<file path="src/card_seq_pkg.sv">
// Constants, encodings and the register map of the card interface sequencer.
// Assumes a 40 MHz system clock; every count below is derived from it.
package card_seq_pkg;

  // System clock rate
  localparam int CLK_HZ             = 40000000;

  // Clock stop delay during power-down, in ns, and its cycle count (least time, rounded up)
  localparam int DEACT_CLK_DELAY_NS = 12000;
  localparam int DEACT_CLK_CYCLES   = (DEACT_CLK_DELAY_NS * (CLK_HZ / 1000000) + 999) / 1000;

  // Spacing of the power-up steps, in ns, and its cycle count
  localparam int ACT_STEP_NS        = 12000;
  localparam int ACT_STEP_CYCLES    = (ACT_STEP_NS * (CLK_HZ / 1000000) + 999) / 1000;

  // Insertion debounce, in ms, and its cycle count
  localparam int DEBOUNCE_MS        = 8;
  localparam int DEBOUNCE_CYCLES    = DEBOUNCE_MS * (CLK_HZ / 1000);

  // Widths
  localparam int SEQ_CNT_W          = 9;
  localparam int DB_CNT_W           = 19;
  localparam int ADDR_W             = 4;
  localparam int DATA_W             = 8;
  localparam int EV_W               = 5;

  // Divider select codes {ratio_sel_hi, ratio_sel_lo}
  localparam logic [1:0] RATIO_DIV8 = 2'h0;
  localparam logic [1:0] RATIO_DIV4 = 2'h1;
  localparam logic [1:0] RATIO_DIV1 = 2'h2;
  localparam logic [1:0] RATIO_DIV2 = 2'h3;

  // Register offsets
  localparam logic [ADDR_W-1:0] OFS_CONTROL = 4'h0;
  localparam logic [ADDR_W-1:0] OFS_STATUS  = 4'h4;
  localparam logic [ADDR_W-1:0] OFS_MASK    = 4'h8;
  localparam logic [ADDR_W-1:0] OFS_STATE   = 4'hC;

  // Field positions and reset values
  localparam int CTRL_CLK_RUN_BIT   = 0;
  localparam logic CTRL_CLK_RUN_RST = 1'b1;
  localparam int EV_INSERT          = 0;
  localparam int EV_REMOVE          = 1;
  localparam int EV_FAULT           = 2;
  localparam int EV_HOST_LOW        = 3;
  localparam int EV_DEACT_DONE      = 4;
  localparam logic [EV_W-1:0] MASK_RST = 5'h00;

  // Sequencer states
  typedef enum logic [2:0] {
    ST_IDLE         = 3'h0,
    ST_ACT_SUPPLY   = 3'h1,
    ST_ACT_LINES    = 3'h2,
    ST_ACTIVE       = 3'h3,
    ST_DEACT_RESET  = 3'h4,
    ST_DEACT_CLOCK  = 3'h5,
    ST_DEACT_LINES  = 3'h6,
    ST_DEACT_SUPPLY = 3'h7
  } seq_state_t;

endpackage

</file>
<file path="src/card_interface_sequencer.sv">
// Card interface sequencer: clock divider, power-up/down sequencer, presence debounce,
// event status with mask and a small register port.
// Assumes all inputs, the host clock included, are synchronous to SYS_CLK.
// Notes on behaviour
// - Card clock is host clock divided by 8, 4, 1 or 2 by select pins.
// - Ratios 2, 4, 8 give a 50 percent duty card clock.
// - Card clock reaches the card only after power-up, then host gates it.
// - Power-down first forces card reset low.
// - Card clock goes low 12 us after card reset went low.
// - After the clock step, data and both aux lines are pulled low.
// - Card supply switches off last, after the lines are low.
// - Presence output low when no card seen, for both switch polarities.
// - Presence output high when a card is present and no fault is held.
// - Insertion debounced 8 ms before presence output rises.
// - Removal starts power-down at once and drops presence without debounce.
// - Host supply undervoltage starts power-down.
// - Pin current limit trips give no indication to the host.
`timescale 1ns/100ps
`default_nettype none
module card_interface_sequencer
  import card_seq_pkg::*;
#(
  parameter int DEBOUNCE_CYC = DEBOUNCE_CYCLES
) (
  // Clock, reset, enable
  input  wire logic              SYS_CLK,
  input  wire logic              SYS_RST,
  input  wire logic              CLK_EN,
  // Host pins
  input  wire logic              HOST_CLOCK_IN,
  input  wire logic              RATIO_SEL_HI,
  input  wire logic              RATIO_SEL_LO,
  input  wire logic              SESSION_CMD_N,
  input  wire logic              HOST_RESET_IN,
  output logic                   PRESENCE_OUT,
  // Card detect and fault sensors
  input  wire logic              CARD_DETECT_RAW,
  input  wire logic              DETECT_NC,
  input  wire logic              HOST_SUPPLY_LOW_DETECT,
  input  wire logic              SUPPLY_OVERLOAD,
  input  wire logic              SUPPLY_OUT_OF_RANGE,
  input  wire logic              REGULATOR_UV,
  input  wire logic              OVERHEAT,
  input  wire logic              PIN_CURRENT_LIMIT,
  // Card contacts
  output logic                   CARD_RESET_OUT,
  output logic                   CARD_CLOCK_OUT,
  output logic                   CARD_SUPPLY_OUT,
  output logic                   CARD_DATA_LINE_O,
  output logic                   CARD_DATA_LINE_OE,
  output logic                   CARD_AUX_LINE_A_O,
  output logic                   CARD_AUX_LINE_A_OE,
  output logic                   CARD_AUX_LINE_B_O,
  output logic                   CARD_AUX_LINE_B_OE,
  // Register port
  input  wire logic [ADDR_W-1:0] REG_ADDR,
  input  wire logic [DATA_W-1:0] REG_WDATA,
  input  wire logic              REG_WR,
  input  wire logic              REG_RD,
  output logic      [DATA_W-1:0] REG_RDATA,
  output logic                   IRQ
);

  seq_state_t            state_reg;
  seq_state_t            state_next;
  logic [SEQ_CNT_W-1:0]  seq_cnt_reg;
  logic [DB_CNT_W-1:0]   db_cnt_reg;
  logic                  present_reg;
  logic                  fault_hold_reg;
  logic                  cmd_prev_reg;
  logic                  hclk_prev_reg;
  logic [1:0]            div_cnt_reg;
  logic                  div_clk_reg;
  logic                  clk_live_reg;
  logic                  clk_run_reg;
  logic [EV_W-1:0]       status_reg;
  logic [EV_W-1:0]       mask_reg;
  logic                  reset_out_reg;
  logic                  clock_out_reg;
  logic                  supply_reg;
  logic                  lines_low_reg;
  logic [DATA_W-1:0]     rdata_reg;
  logic [1:0]            ratio;
  logic [1:0]            half_len;
  logic                  hclk_rise;
  logic                  card_seen;
  logic                  fault_any;
  logic                  abort;
  logic                  session_up;
  logic [EV_W-1:0]       events;

  ////////////////////////////////////////////////////////////////////////////
  // Clock divider

  // Toggle after half_len+1 host rising edges
  assign ratio     = {RATIO_SEL_HI, RATIO_SEL_LO};
  assign hclk_rise = HOST_CLOCK_IN & ~hclk_prev_reg;
  always_comb begin
    case (ratio)
      RATIO_DIV8: half_len = 2'h3;
      RATIO_DIV4: half_len = 2'h1;
      default:    half_len = 2'h0;
    endcase
  end

  // Final flip-flop toggles on whole half periods, so duty stays even
  always_ff @(posedge SYS_CLK) begin
    if (SYS_RST) begin
      hclk_prev_reg <= 1'b0;
      div_cnt_reg   <= 2'h0;
      div_clk_reg   <= 1'b0;
    end else if (CLK_EN) begin
      hclk_prev_reg <= HOST_CLOCK_IN;
      if (ratio == RATIO_DIV1) begin
        div_cnt_reg <= 2'h0;
        div_clk_reg <= HOST_CLOCK_IN;
      end else if (hclk_rise) begin
        if (div_cnt_reg >= half_len) begin
          div_cnt_reg <= 2'h0;
          div_clk_reg <= ~div_clk_reg;
        end else begin
          div_cnt_reg <= div_cnt_reg + 2'h1;
        end
      end
    end
  end

  ////////////////////////////////////////////////////////////////////////////
  // Presence debounce and faults

  // Polarity input folds normally-open and normally-closed switches together
  assign card_seen = CARD_DETECT_RAW ^ DETECT_NC;
  // Current limit stays local to the pin drivers and is never reported
  assign fault_any = SUPPLY_OVERLOAD | SUPPLY_OUT_OF_RANGE | REGULATOR_UV | OVERHEAT;

  // Removal clears presence at once; insertion must hold for the debounce time
  always_ff @(posedge SYS_CLK) begin
    if (SYS_RST) begin
      present_reg <= 1'b0;
      db_cnt_reg  <= '0;
    end else if (CLK_EN) begin
      if (!card_seen) begin
        present_reg <= 1'b0;
        db_cnt_reg  <= '0;
      end else if (!present_reg) begin
        if (db_cnt_reg == DB_CNT_W'(DEBOUNCE_CYC - 1)) begin
          present_reg <= 1'b1;
        end else begin
          db_cnt_reg <= db_cnt_reg + 1'b1;
        end
      end
    end
  end

  // Fault keeps presence low until the host asks for a new session
  always_ff @(posedge SYS_CLK) begin
    if (SYS_RST) begin
      fault_hold_reg <= 1'b0;
      cmd_prev_reg   <= 1'b1;
    end else if (CLK_EN) begin
      cmd_prev_reg <= SESSION_CMD_N;
      if (fault_any) begin
        fault_hold_reg <= 1'b1;
      end else if (cmd_prev_reg && !SESSION_CMD_N) begin
        fault_hold_reg <= 1'b0;
      end
    end
  end

  ////////////////////////////////////////////////////////////////////////////
  // Sequencer

  // Any of these ends a session; command high is the host's normal close
  assign abort = SESSION_CMD_N | ~card_seen | HOST_SUPPLY_LOW_DETECT | fault_any;
  assign session_up = (state_reg == ST_ACT_SUPPLY) || (state_reg == ST_ACT_LINES)
                   || (state_reg == ST_ACTIVE);

  // Next state; power-up runs only on a fresh falling command edge
  always_comb begin
    state_next = state_reg;
    case (state_reg)
      ST_IDLE: begin
        if (cmd_prev_reg && !SESSION_CMD_N && present_reg && !fault_hold_reg
            && !HOST_SUPPLY_LOW_DETECT && !fault_any) begin
          state_next = ST_ACT_SUPPLY;
        end
      end
      ST_ACT_SUPPLY: begin
        if (abort) state_next = ST_DEACT_RESET;
        else if (seq_cnt_reg == SEQ_CNT_W'(ACT_STEP_CYCLES - 1)) state_next = ST_ACT_LINES;
      end
      ST_ACT_LINES: begin
        if (abort) state_next = ST_DEACT_RESET;
        else if (seq_cnt_reg == SEQ_CNT_W'(ACT_STEP_CYCLES - 1)) state_next = ST_ACTIVE;
      end
      ST_ACTIVE: begin
        if (abort) state_next = ST_DEACT_RESET;
      end
      ST_DEACT_RESET: begin
        if (seq_cnt_reg == SEQ_CNT_W'(DEACT_CLK_CYCLES - 1)) begin
          state_next = ST_DEACT_CLOCK;
        end
      end
      ST_DEACT_CLOCK:  state_next = ST_DEACT_LINES;
      ST_DEACT_LINES:  state_next = ST_DEACT_SUPPLY;
      default:         state_next = ST_IDLE;
    endcase
  end

  // State and step timer; the timer restarts on each state change
  always_ff @(posedge SYS_CLK) begin
    if (SYS_RST) begin
      state_reg   <= ST_IDLE;
      seq_cnt_reg <= '0;
    end else if (CLK_EN) begin
      state_reg <= state_next;
      if (state_next != state_reg) seq_cnt_reg <= '0;
      else seq_cnt_reg <= seq_cnt_reg + 1'b1;
    end
  end

  // Contact drive registered from next state, so each step lands with its state
  always_ff @(posedge SYS_CLK) begin
    if (SYS_RST) begin
      reset_out_reg <= 1'b0;
      clock_out_reg <= 1'b0;
      supply_reg    <= 1'b0;
      lines_low_reg <= 1'b1;
      clk_live_reg  <= 1'b0;
    end else if (CLK_EN) begin
      reset_out_reg <= (state_next == ST_ACTIVE) & HOST_RESET_IN;
      clk_live_reg  <= (state_next == ST_ACTIVE) | ((state_next == ST_DEACT_RESET) & clk_live_reg);
      // Gating is not glitch-free: a stop mid-pulse can shorten the last half period
      clock_out_reg <= clk_run_reg & div_clk_reg & ((state_next == ST_ACTIVE)
                     | ((state_next == ST_DEACT_RESET) & clk_live_reg));
      lines_low_reg <= !((state_next == ST_ACT_LINES) || (state_next == ST_ACTIVE)
                     || (state_next == ST_DEACT_RESET) || (state_next == ST_DEACT_CLOCK));
      supply_reg    <= (state_next != ST_IDLE) && (state_next != ST_DEACT_SUPPLY);
    end
  end

  assign CARD_RESET_OUT     = reset_out_reg;
  assign CARD_CLOCK_OUT     = clock_out_reg;
  assign CARD_SUPPLY_OUT    = supply_reg;
  assign CARD_DATA_LINE_O   = 1'b0;
  assign CARD_DATA_LINE_OE  = lines_low_reg;
  assign CARD_AUX_LINE_A_O  = 1'b0;
  assign CARD_AUX_LINE_A_OE = lines_low_reg;
  assign CARD_AUX_LINE_B_O  = 1'b0;
  assign CARD_AUX_LINE_B_OE = lines_low_reg;
  assign PRESENCE_OUT       = present_reg & ~fault_hold_reg;

  ////////////////////////////////////////////////////////////////////////////
  // Registers and interrupt

  assign events[EV_INSERT]     = card_seen & ~present_reg & (db_cnt_reg == DB_CNT_W'(DEBOUNCE_CYC - 1));
  assign events[EV_REMOVE]     = present_reg & ~card_seen;
  assign events[EV_FAULT]      = fault_any;
  assign events[EV_HOST_LOW]   = HOST_SUPPLY_LOW_DETECT & session_up;
  assign events[EV_DEACT_DONE] = state_reg == ST_DEACT_SUPPLY;

  // Write-one-to-clear; a new event in the clear cycle wins
  always_ff @(posedge SYS_CLK) begin
    if (SYS_RST) begin
      status_reg  <= '0;
      mask_reg    <= MASK_RST;
      clk_run_reg <= CTRL_CLK_RUN_RST;
    end else if (CLK_EN) begin
      if (REG_WR && REG_ADDR == OFS_STATUS) status_reg <= (status_reg & ~REG_WDATA[EV_W-1:0]) | events;
      else status_reg <= status_reg | events;
      if (REG_WR && REG_ADDR == OFS_MASK) mask_reg <= REG_WDATA[EV_W-1:0];
      if (REG_WR && REG_ADDR == OFS_CONTROL) clk_run_reg <= REG_WDATA[CTRL_CLK_RUN_BIT];
    end
  end

  // Read data one cycle after the strobe, zero elsewhere and for unmapped offsets
  always_ff @(posedge SYS_CLK) begin
    if (SYS_RST) begin
      rdata_reg <= '0;
    end else if (CLK_EN) begin
      rdata_reg <= '0;
      if (REG_RD) begin
        if (REG_ADDR == OFS_CONTROL) rdata_reg <= {7'h00, clk_run_reg};
        else if (REG_ADDR == OFS_STATUS) rdata_reg <= {3'h0, status_reg};
        else if (REG_ADDR == OFS_MASK) rdata_reg <= {3'h0, mask_reg};
        else if (REG_ADDR == OFS_STATE) rdata_reg <= {2'h0, fault_hold_reg, present_reg, 1'b0, state_reg};
      end
    end
  end

  assign REG_RDATA = rdata_reg;
  assign IRQ       = |(status_reg & mask_reg);
endmodule
`default_nettype wire

</file>
<file path="config.mk">
export PLATFORM = sky130hd
export DESIGN_NAME = card_interface_sequencer
export DESIGN_NICKNAME = d
export VERILOG_FILES = /design/src/card_seq_pkg.sv /design/src/card_interface_sequencer.sv
export SDC_FILE = /design/constraint.sdc
export NUM_CORES = 1
export LEC_CHECK = 0
export BUFFER_PORTS_ARGS = -buffer_cell sky130_fd_sc_hd__buf_2
export CELL_PAD_IN_SITES_DETAIL_PLACEMENT = 1
export CELL_PAD_IN_SITES_GLOBAL_PLACEMENT = 2
export CORE_MARGIN = 2
export CORE_UTILIZATION = 30
export DETAILED_ROUTE_END_ITERATION = 16
export PLACE_DENSITY = 0.75
export SLEW_MARGIN = 20
export SYNTH_ARGS = -nofsm -noshare
export SYNTH_HDL_FRONTEND = slang
export SYNTH_SLANG_ARGS = --single-unit
</file>
<file path="constraint.sdc">
create_clock -name SYS_CLK -period 3.4 [get_ports SYS_CLK]
set_clock_uncertainty 0.05 [all_clocks]
set_input_delay 0.68 -clock SYS_CLK [delete_from_list [all_inputs] [get_ports SYS_CLK]]
set_output_delay 0.68 -clock SYS_CLK [all_outputs]
set_load 0.005 [all_outputs]
</file>
# Yosys cells after proc, flatten, opt, wreduce, memory -nomap -nowiden
# Cells that the tools add are included.
# totals
out_inout_bits,19
inputBits,30
reg_bits,62
word_cells,135
# op_classes
n_reduce_logical,33
n_eq_ne,22
order_cmp,1
mux,30
bitwise_logic,28
addsub,3
# ops
operator,n
two-way mux 19 bit,3
two-way mux 6 bit,5
two-way mux 3 bit,7
case mux 3 bit (7 select lines),1
"adder 19 x 1 -> 19 bit, second input constant",1
"equality test 19 bit, second input constant",1
"equality test 3 bit, second input constant",6
"equality test 3 x 2 -> 1 bit, second input constant",4
AND 1 bit,10
AND 5 bit,2
OR 5 bit,2
"adder 9 x 1 -> 9 bit, second input constant",1
"equality test 9 bit, second input constant",1
logical AND 1 bit,9
two-way mux 9 bit,1
"equality test 4 bit, second input constant",2
two-way mux 1 bit,8
AND reduction 2 bit,4
OR 1 bit,7
two-way mux 2 bit,3
AND reduction 3 bit,2
nonzero test 2 bit,3
zero test 1 bit,5
logical OR 1 bit,5
19 further kinds,24

# Logic depth before layout (Yosys ltp)
# Gate-level depths: netlist of the first run.
# logic_depth
depth_word,13
depth_mapped,8
ltp_nobuf,8

# Worst setup path before layout of the first run
# OpenSTA, ideal clock, no wires.
# synth_path
kind,input to register
startpoint,in SUPPLY_OUT_OF_RANGE
endpoint,reg seq_cnt_reg[3]
stages,6
setup_time_ns,0.119
slack_ns,1.012
t_arrival_ns,2.220
path_cell_list,or4_4 nor4_4 nor3_1 a211o_2 o21bai_4 nor2_1
# synth_via
elab_chain_len,9
# synth_rtl
element,line,rtl
start: declaration,card_interface_sequencer.sv:41,"input wire logic SUPPLY_OUT_OF_RANGE,"
OR 1 bit * (3 in a row),card_interface_sequencer.sv:134,assign fault_any = SUPPLY_OVERLOAD | SUPPLY_OUT_OF_RANGE | REGULATOR_UV | OVERHEAT;
zero test 1 bit,card_interface_sequencer.sv:184,&& !HOST_SUPPLY_LOW_DETECT && !fault_any) begin
logical AND 1 bit,card_interface_sequencer.sv:184,
two-way mux 3 bit,card_interface_sequencer.sv:183,if (cmd_prev_reg && !SESSION_CMD_N && present_reg && !fault_hold_reg
case mux 3 bit (7 select lines) *,card_interface_sequencer.sv:181,case (state_reg)
!= test 3 bit *,card_interface_sequencer.sv:217,if (state_next != state_reg) seq_cnt_reg <= '0;
two-way mux 9 bit *,card_interface_sequencer.sv:217,
end signal: assignment,card_interface_sequencer.sv:218,else seq_cnt_reg <= seq_cnt_reg + 1'b1;
end: declaration,card_interface_sequencer.sv:66,logic [SEQ_CNT_W-1:0] seq_cnt_reg;
# Every way passes the cells marked *; elsewhere a longest branch is shown, timed or not.
# A chain may end at the register's enable or synchronous reset.

# Worst setup path after layout of the first run
# layout_path
startpoint,reg seq_cnt_reg[0]
endpoint,"reg clock_out_reg, in the netlist CARD_CLOCK_OUT"
# layout_via
elab_chain_len,8
# layout_rtl
element,line,rtl
equality test 9 bit *,"card_interface_sequencer.sv:190, card_interface_sequencer.sv:194, card_interface_sequencer.sv:200",
"two-way mux 3 bit, on equally long branches","card_interface_sequencer.sv:194, card_interface_sequencer.sv:190",
"two-way mux 3 bit, on equally long branches","card_interface_sequencer.sv:193, card_interface_sequencer.sv:189",
case mux 3 bit (7 select lines) *,card_interface_sequencer.sv:181,
equality test 3 bit,card_interface_sequencer.sv:235,| ((state_next == ST_DEACT_RESET) & clk_live_reg));
AND 1 bit,card_interface_sequencer.sv:235,
OR 1 bit *,card_interface_sequencer.sv:235,
AND 1 bit *,card_interface_sequencer.sv:234,clock_out_reg <= clk_run_reg & div_clk_reg & ((state_next == ST_ACTIVE)
end signal: assignment,card_interface_sequencer.sv:234,
end: declaration,card_interface_sequencer.sv:79,logic clock_out_reg;
# Marks and branches as above.

==> results.json, run 1 <==
{
  "outcome": "completed",
  "dp.cells": 529,
  "dp_hpwl_microns": 5806,
  "syn_area_per_cell_sq_um": 8.412,
  "root_buffer": "clkbuf_8",
  "ctsHoldBuffers": 0,
  "drcViolationCount": 0,
  "dr.pass1.iters": 4,
  "area_growth_pct": 16.19,
  "grt_pass1_wl_microns": 14130,
  "cts_resized": 0,
  "fin_area_sq_um": 3636,
  "final_max_slew_viol_count": 0,
  "crit_type": "flop to flop",
  "synthCells": 372,
  "ys_warn_count": 0,
  "clockBufferDepth": 2,
  "setup-violations-final": 0,
  "grt_pass1_vias": 2921,
  "die_w_microns": 106.1,
  "synth-edff-count": 0,
  "ctsHtreeMaxLevel": 3,
  "vias": 2770,
  "relSlewSlack_pct": 53.11,
  "yosysSeqAreaShare_pct": 38.38,
  "largest_reg_flops": 19,
  "clkTransAtPathRegs_ns": 0.08,
  "final_nets": 438,
  "netlist_area_sq_um": 3129,
  "num_io_pins": 49,
  "synth_ff_type": "dfxtp_1",
  "rows": 37,
  "fin_tns_setup_ns": 0,
  "seq_area_sq_um": 1201,
  "antenna-diode-count": 0,
  "grt_max_degree": 40,
  "max_freq_ghz": 0.4095,
  "antenna_found_initial": 0,
  "power_density_nw_per_um2": 452.6,
  "maxCapViolations": 0,
  "ys_ff_latch": 60,
  "die_h_microns": 106.1,
  "final_common_cell": "dfxtp_1",
  "synthArstFlopShare_pct": 0,
  "irDropWorstVdd_mv": 0.2243,
  "numCtsBuffers": 9,
  "cts_tree": "yes",
  "place.gp.congestion": 0.7774,
  "cp_max_fo": 8,
  "clock_latency_ns": 0.34,
  "place_area_sq_um": 3396,
  "min_period_ns": 2.442,
  "critPathCaptureType": "flop",
  "cts_setup_buffers": 0,
  "fill_cells": 1237,
  "worstSetupStartpointType": "flop",
  "final_cell_mix": "dfxtp_1, nor2_1, buf_2",
  "dieArea_sq_um": 11260,
  "post_drt_wl_per_cell_microns": 14.91,
  "cts_sinks": 60,
  "hold_viol": 0,
  "overflow": 0,
  "synth.distinct_cells": 65,
  "power_leakage_nw": 1.360,
  "detail_route.wirelength_microns": 8128,
  "initial_core_util_pct": 30.59,
  "fin_crit_sh_pct": 71.82,
  "detail_route.vias_per_cell": 5.083,
  "core_area_sq_um": 10230,
  "worst_pin_slew_ns": 0.7033,
  "port_buffers": 39,
  "drt_first_iter_violations": 61,
  "ant_nets": 0,
  "crit_required_ns": 3.63,
  "multi_input_area_sq_um": 1773,
  "hold_path_class": "flop to flop",
  "fin_cells": 545,
  "final_layout_size_suffix_gt1_share_pct": 19.07,
  "track_usage_pct": 15.63,
  "critPathArrivalTime_ns": 2.67,
  "rsz0062_at_grt": "false",
  "utilization_pct": 35.54
}
area by class of cell:
type	instances	area share (%)
repair buffers	42	5.988
clock buffers	10	3.510
multi-input cells	282	48.76
clock inverters	6	3.097
flip-flops and latches	60	33.04
inverters	9	0.9291
well taps	136	4.680
power breakdown:
part           internal, W  total, W  switching, W
clock             0.000488  0.000793      0.000305
combinational    0.0000472  0.000126     0.0000786
sequential        0.000714  0.000727     0.0000125
final timing paths:
path / start / to / slack, ns / cells after the start
worst max-delay path: seq_cnt_reg[0] / CARD_CLOCK_OUT / 0.96 / 7
worst max register to register: seq_cnt_reg[0] / CARD_CLOCK_OUT / 0.96 / 7
worst min-delay path: REG_RDATA[0] / REG_RDATA[0] / 0.42 / 2
worst min register to register: REG_RDATA[0] / REG_RDATA[0] / 0.42 / 2
cells in the mapped netlist, types with 3 or more instances:
library cell | instances | share of area (%)
nand3_1 | 15 | 2.4
and4_1 | 3 | 0.84
nor4_1 | 6 | 1.2
nand4_1 | 12 | 2.4
a22oi_1 | 9 | 2.2
nor2_1 | 56 | 6.7
xor2_1 | 9 | 2.5
mux2i_1 | 10 | 3.2
dfxtp_1 | 60 | 38
inv_1 | 9 | 1.1
and2_1 | 3 | 0.60
mux2_2 | 4 | 1.4
buf_4 | 7 | 1.7
nor2b_1 | 5 | 1.0
nand2_1 | 31 | 3.7
a21oi_1 | 20 | 3.2
nor3_1 | 10 | 1.6
xnor2_1 | 9 | 2.5
nand2b_1 | 5 | 1.0
clkbuf_1 | 13 | 1.6
o21ai_0 | 11 | 1.8
o21ai_1 | 3 | 0.48
ha_1 | 4 | 1.6
cells by family (layout without fill, tap and decap cells):
group | Yosys count | in the layout | share of synthesized area (%)
other | 1 | 5 | 0.1198
adders and majority gates | 4 | 4 | 1.599
buffers and inverters | 34 | 67 | 5.438
xor gates and xnor gates | 19 | 19 | 5.558
and+or+nand+nor | 168 | 168 | 27.91
DFF | 60 | 60 | 38.38
muxes | 15 | 15 | 5.358
AOI/OAI and AO/OA | 71 | 71 | 15.63
per-layer routing:
layer / track usage, % / routed length (microns) / vias to the layer above
li1: - / - / 1382
met1: 19.53 / 3820 / 1333
met2: 25.55 / 3903 / 44
met3: 3.924 / 270 / 11
met4: 6.579 / 134 / 0
met5: 0 / 0 / -
critical path, stage by stage (launching register included):
cell and delay (ns):
dfxtp_1 0.38, ha_1 0.26, nand4b_1 0.16, nor2_1 0.43, mux2_2 0.40, a221oi_1 0.40
nand3_1 0.15, o21ai_0 0.16
per-stage QoR:
stage	hold slack, ns	total power [W]	setup WS, ns
finish	0.4223	0.001646	0.9583
global route	0.4628	0.001716	0.7850
CTS	0.4267	0.001668	0.9732
detailed placement	0.4148	0.0008699	0.6932
global placement	0.4000	0.0008667	0.7450
floorplan	0.4000	0.0008299	1.012
Power figures use the tool's default switching activity.
==> run 2: changes to the inputs <==
==> constraint.sdc (replaced) <==
create_clock -name SYS_CLK -period 2.4 [get_ports SYS_CLK]
set_clock_uncertainty 0.05 [all_clocks]
set_input_delay 0.48 -clock SYS_CLK [delete_from_list [all_inputs] [get_ports SYS_CLK]]
set_output_delay 0.48 -clock SYS_CLK [all_outputs]
set_load 0.005 [all_outputs]
==> run 2 against run 1 <==
  * Power up 32%
  * Cell count up 2.0%
  * Wire length is 0.21% higher
  * Worst setup slack worse by 0.66 ns
  * Fmax increased by 16%
  * First-iteration DRC count is 38% higher
  * Register-to-register slack worse by 0.66 ns
  * Critical path type unchanged
  * Largest power group is now sequential cells
  * Highest routed layer unchanged
==> results.json, run 2 (synthesized netlist as in run 1, its figures left out) <==
{
  "post_drt_wl_per_cell_microns": 14.65,
  "clock_latency_ns": 0.35,
  "clkTransAtPathRegs_ns": 0.07,
  "hold_viol": 0,
  "grt_pass1_wl_microns": 14170,
  "final_nets": 449,
  "min_period_ns": 2.100,
  "largest_reg_flops": 19,
  "fin_area_sq_um": 3681,
  "port_buffers": 39,
  "final_common_cell": "dfxtp_1",
  "maxCapViolations": 0,
  "crit_required_ns": 2.62,
  "rsz0062_at_grt": "false",
  "dieArea_sq_um": 11260,
  "outcome": "completed",
  "drcViolationCount": 0,
  "critPathCaptureType": "flop",
  "cts_tree": "yes",
  "antenna-diode-count": 0,
  "ctsHtreeMaxLevel": 3,
  "drt_first_iter_violations": 84,
  "overflow": 0,
  "dr.pass1.iters": 4,
  "setup-violations-final": 0,
  "fin_tns_setup_ns": 0,
  "die_w_microns": 106.1,
  "area_growth_pct": 17.63,
  "detail_route.vias_per_cell": 5.007,
  "grt_max_degree": 40,
  "place_area_sq_um": 3478,
  "core_area_sq_um": 10230,
  "vias": 2784,
  "max_freq_ghz": 0.4762,
  "numCtsBuffers": 9,
  "crit_type": "flop to flop",
  "fin_crit_sh_pct": 87.50,
  "final_layout_size_suffix_gt1_share_pct": 21.19,
  "setup_ws_ns": 0.3001,
  "ff2ff_setup_slack_ns": 0.30,
  "dp_hpwl_microns": 5991,
  "num_io_pins": 49,
  "cts_setup_buffers": 0,
  "track_usage_pct": 15.70,
  "detail_route.wirelength_microns": 8145,
  "hold_path_class": "input port to flop",
  "cts_resized": 0,
  "fill_cells": 1258,
  "power_leakage_nw": 1.399,
  "final_cell_mix": "dfxtp_1, nor2_1, buf_2",
  "root_buffer": "clkbuf_8",
  "cp_max_fo": 5,
  "irDropWorstVdd_mv": 0.2220,
  "rows": 37,
  "clockBufferDepth": 2,
  "final_max_slew_viol_count": 0,
  "antenna_found_initial": 0,
  "die_h_microns": 106.1,
  "ctsHoldBuffers": 0,
  "pre_cts_ws_ns": -0.04537,
  "worstSetupStartpointType": "flop",
  "initial_core_util_pct": 30.59,
  "critPathArrivalTime_ns": 2.32,
  "place.gp.congestion": 0.8082,
  "grt_pass1_vias": 2935,
  "ant_nets": 0,
  "cts_sinks": 60,
  "power_density_nw_per_um2": 589.2
}
[run 2: cell type report]
class | count | area, sq um | area share [%]
Multi-Input combinational cell | 282 | 1773 | 48.16
Inverter | 9 | 33.78 | 0.9177
Clock buffer | 12 | 155.1 | 4.215
Clock inverter | 4 | 47.55 | 1.292
Sequential cell | 60 | 1201 | 32.63
Timing Repair Buffer | 53 | 300.3 | 8.158
Tap cell | 136 | 170.2 | 4.623
[run 2: worst paths after layout]
path | start | endpoint | cells after the start
max | seq_cnt_reg[0] | CARD_CLOCK_OUT | 7
min | HOST_RESET_IN | CARD_RESET_OUT | 3
max reg2reg | seq_cnt_reg[0] | CARD_CLOCK_OUT | 7
min reg2reg | REG_RDATA[0] | REG_RDATA[0] | 2
[run 2: critical path, cell delays in order, from the launching register on]
cell,delay (ns)
dfxtp_1,0.38
ha_1,0.25
nand4b_1,0.15
nor2_1,0.17
mux2_2,0.35
a221oi_1,0.37
nand3_1,0.16
o21ai_0,0.16
[run 2: power by group]
group | internal [W] | switching (W)
Clock | 0.000533 | 0.000416
Sequential | 0.00101 | 0.0000140
Combinational | 0.0000757 | 0.000117
[run 2: through the flow]
step,power [W],hold slack [ns],utilization [%],cells
floorplan,0.001176,0.4000,-,376
global placement,0.001240,0.3996,34.00,540
detailed placement,0.001243,0.4105,34.00,540
CTS,0.002206,0.3055,35.98,556
global route,0.002277,0.3165,35.98,556
finish,0.002169,0.3156,35.98,556
[run 2: metal layers]
metal	part of all wire (%)	global-route usage [%]	vias up
li1	-	-	1400
met1	48	19.88	1337
met2	47	25.73	31
met3	2.4	2.882	16
met4	2.3	7.425	0
met5	0	0	-
==> run 3: changes to the inputs <==
--- a/config.mk
+++ b/config.mk
@@ -11,7 +11,7 @@
 export CORE_MARGIN = 2
 export CORE_UTILIZATION = 30
 export DETAILED_ROUTE_END_ITERATION = 16
-export PLACE_DENSITY = 0.75
+export PLACE_DENSITY = 0.78
 export SLEW_MARGIN = 20
 export SYNTH_ARGS = -nofsm -noshare
 export SYNTH_HDL_FRONTEND = slang
==> constraint.sdc (replaced) <==
create_clock -name SYS_CLK -period 1.7 [get_ports SYS_CLK]
set_clock_uncertainty 0.05 [all_clocks]
set_input_delay 0.34 -clock SYS_CLK [delete_from_list [all_inputs] [get_ports SYS_CLK]]
set_output_delay 0.34 -clock SYS_CLK [all_outputs]
set_load 0.005 [all_outputs]
==> run 3 against run 2 <==
  * The run now ends with negative setup slack left
  * Core utilization is 7.8 points higher
  * Combinational power rose by 95%
  * Critical path depth up 1
  * Global-route usage rose by 2.0 points
  * Wire length is 21% higher
  * Sequential power grew 41%
  * Cell count up 10%
  * Worst setup slack lost 0.55 ns
  * Sequential share of layout area is 5.6 points lower
  * Non-clock buffer count grew 58
  * Cell area rose by 22%
  * Critical endpoint is now db_cnt_reg[1]
  * Largest cell class unchanged
==> results.json, run 3 (synthesized netlist as in run 1, its figures left out) <==
{
  "rsz0062_at_grt": "true",
  "die_h_microns": 106.1,
  "area_growth_pct": 43.26,
  "cpMostUsedCell": "buf_6",
  "switching_share_pct": 25.77,
  "worstSetupStartpointType": "flop",
  "final_layout_size_suffix_gt1_share_pct": 40.17,
  "dp_hpwl_microns": 6720,
  "setup-violations-final": 34,
  "path_depth": 8,
  "num_io_pins": 49,
  "drcViolationCount": 0,
  "ff2ff_setup_slack_ns": -0.25,
  "dieArea_sq_um": 11260,
  "overflow": 0,
  "violations": "negative setup slack",
  "p_comb_share_pct": 11.9,
  "cp.buffers_inverters": 2,
  "detail_route.wirelength_microns": 9865,
  "rr_worst_depth": 8,
  "drt_first_iter_violations": 112,
  "p_seq_share_pct": 45.8,
  "critical-path-top-delay-family": "simple AND/OR/NAND/NOR gates",
  "track_usage_pct": 17.71,
  "pre_cts_ws_ns": -0.4993,
  "post_drt_wl_per_cell_microns": 16.07,
  "clkPwrFrac_pct": 42.2,
  "ant_nets": 0,
  "largest_reg_flops": 19,
  "cts_sinks": 60,
  "critPathCapture": "db_cnt_reg[1]",
  "cp_max_fo": 4,
  "power_leakage_nw": 1.744,
  "initial_core_util_pct": 30.59,
  "outcome": "finished, violations left",
  "place.gp.congestion": 0.8381,
  "critPathLaunch": "db_cnt_reg[16]",
  "cts_tree": "yes",
  "irDropWorstVdd_mv": 0.3888,
  "power_density_nw_per_um2": 705.3,
  "grt_max_degree": 40,
  "crit_chain": "or4b_4 -> nor4_4 -> buf_6 -> buf_6 -> and2_4 -> nor3_4 -> a22oi_2 -> nor2_1",
  "p_sw_w": 0.0008148,
  "crit_required_ns": 1.88,
  "place_area_sq_um": 3879,
  "final_common_cell": "buf_4",
  "detail_route.vias_per_cell": 5.062,
  "critPathArrivalTime_ns": 2.14,
  "clockBufferDepth": 2,
  "hold_path_class": "input port to flop",
  "critPathCaptureType": "flop",
  "final_nets": 507,
  "final_max_slew_viol_count": 0,
  "ctsHtreeMaxLevel": 3,
  "grt_pass1_wl_microns": 15880,
  "p_int_w": 0.002347,
  "setup_ws_ns": -0.2549,
  "fin_area_sq_um": 4483,
  "hold_viol": 0,
  "antenna_found_initial": 0,
  "vias": 3108,
  "utilization_pct": 43.82,
  "die_w_microns": 106.1,
  "crit_type": "flop to flop",
  "rows": 37,
  "antenna-diode-count": 0,
  "reg2reg_to": "db_cnt_reg[1]",
  "maxCapViolations": 0,
  "core_area_sq_um": 10230,
  "max_stage_delay_ns": 0.54,
  "root_buffer": "clkbuf_8",
  "fin_crit_sh_pct": 115.0,
  "clkTransAtPathRegs_ns": 0.07,
  "numCtsBuffers": 9,
  "crit_slowest_cell": "or4b_4",
  "clock_latency_ns": 0.34,
  "port_buffers": 39,
  "min_period_ns": 1.955,
  "r2r-start": "db_cnt_reg[16]",
  "dr.pass1.iters": 4,
  "final_cell_mix": "buf_4, nor2_1, dfxtp_1",
  "max_freq_ghz": 0.5115,
  "grt_pass1_vias": 3258
}
## run 3: how the worst min path moves through the flow
stage | start | endpoint | slack (ns) | cells past startpoint
after floorplan | status_reg[2] | status_reg[2] | 0.40 | 2
after global placement | REG_RDATA[0] | REG_RDATA[0] | 0.41 | 2
after detailed placement | REG_RDATA[0] | REG_RDATA[0] | 0.41 | 2
after CTS | HOST_RESET_IN | CARD_RESET_OUT | 0.18 | 3
after global routing | HOST_RESET_IN | CARD_RESET_OUT | 0.19 | 3
final | HOST_RESET_IN | CARD_RESET_OUT | 0.19 | 3
## run 3: metal layers
metal / track usage (%) / part of all wire, % / up-vias
met2: 29.21 / 50 / 42
met5: 0 / 0 / -
li1: - / - / 1518
met1: 22.30 / 45 / 1533
met4: 6.579 / 2.1 / 0
met3: 4.414 / 2.9 / 15
## run 3: stage by stage
| step | total power, W | hold WS [ns] | std cells | setup TNS [ns] |
|---|---|---|---|---|
| after floorplan | 0.001664 | 0.4000 | 376 | -5.281 |
| after global placement | 0.001789 | 0.4081 | 587 | -10.27 |
| after detailed placement | 0.001798 | 0.4081 | 587 | -11.60 |
| after CTS | 0.003180 | 0.1768 | 607 | -6.696 |
| after global routing | 0.003300 | 0.1861 | 614 | -9.312 |
| final | 0.003162 | 0.1861 | 614 | -6.334 |
## run 3: final cells by class
type                            instances  area (sq um)
Inverter                                9         33.78
Sequential cell                        60          1214
Multi-Input combinational cell        282          2088
Tap cell                              136         170.2
Clock buffer                           12         155.1
Fill cell                            1213          5748
Clock inverter                          4         47.55
Timing Repair Buffer                  111         774.5
## run 3: worst reg2reg max path: cells and delay by family (launching register included)
family	cells	cell delay, ns
simple gates	5	1.06
flops	1	0.32
buf+inv	2	0.27
compound gates	1	0.14
## run 3: power by group through the flow
stage | Combinational, W | Sequential, W | Clock, W
floorplan | 0.000189 | 0.00147 | 0
finish | 0.000377 | 0.00145 | 0.00134
CTS | 0.000342 | 0.00145 | 0.00139
detailed placement | 0.000321 | 0.00148 | 0
global route | 0.000413 | 0.00145 | 0.00143
global placement | 0.000315 | 0.00147 | 0
## run 3: timing repair
action	in CTS	in global routing
gates resized for setup	30	35
hold buffers	0	0
pin swaps	31	33
endpoints found under the setup margin	37	39
setup buffers	4	7
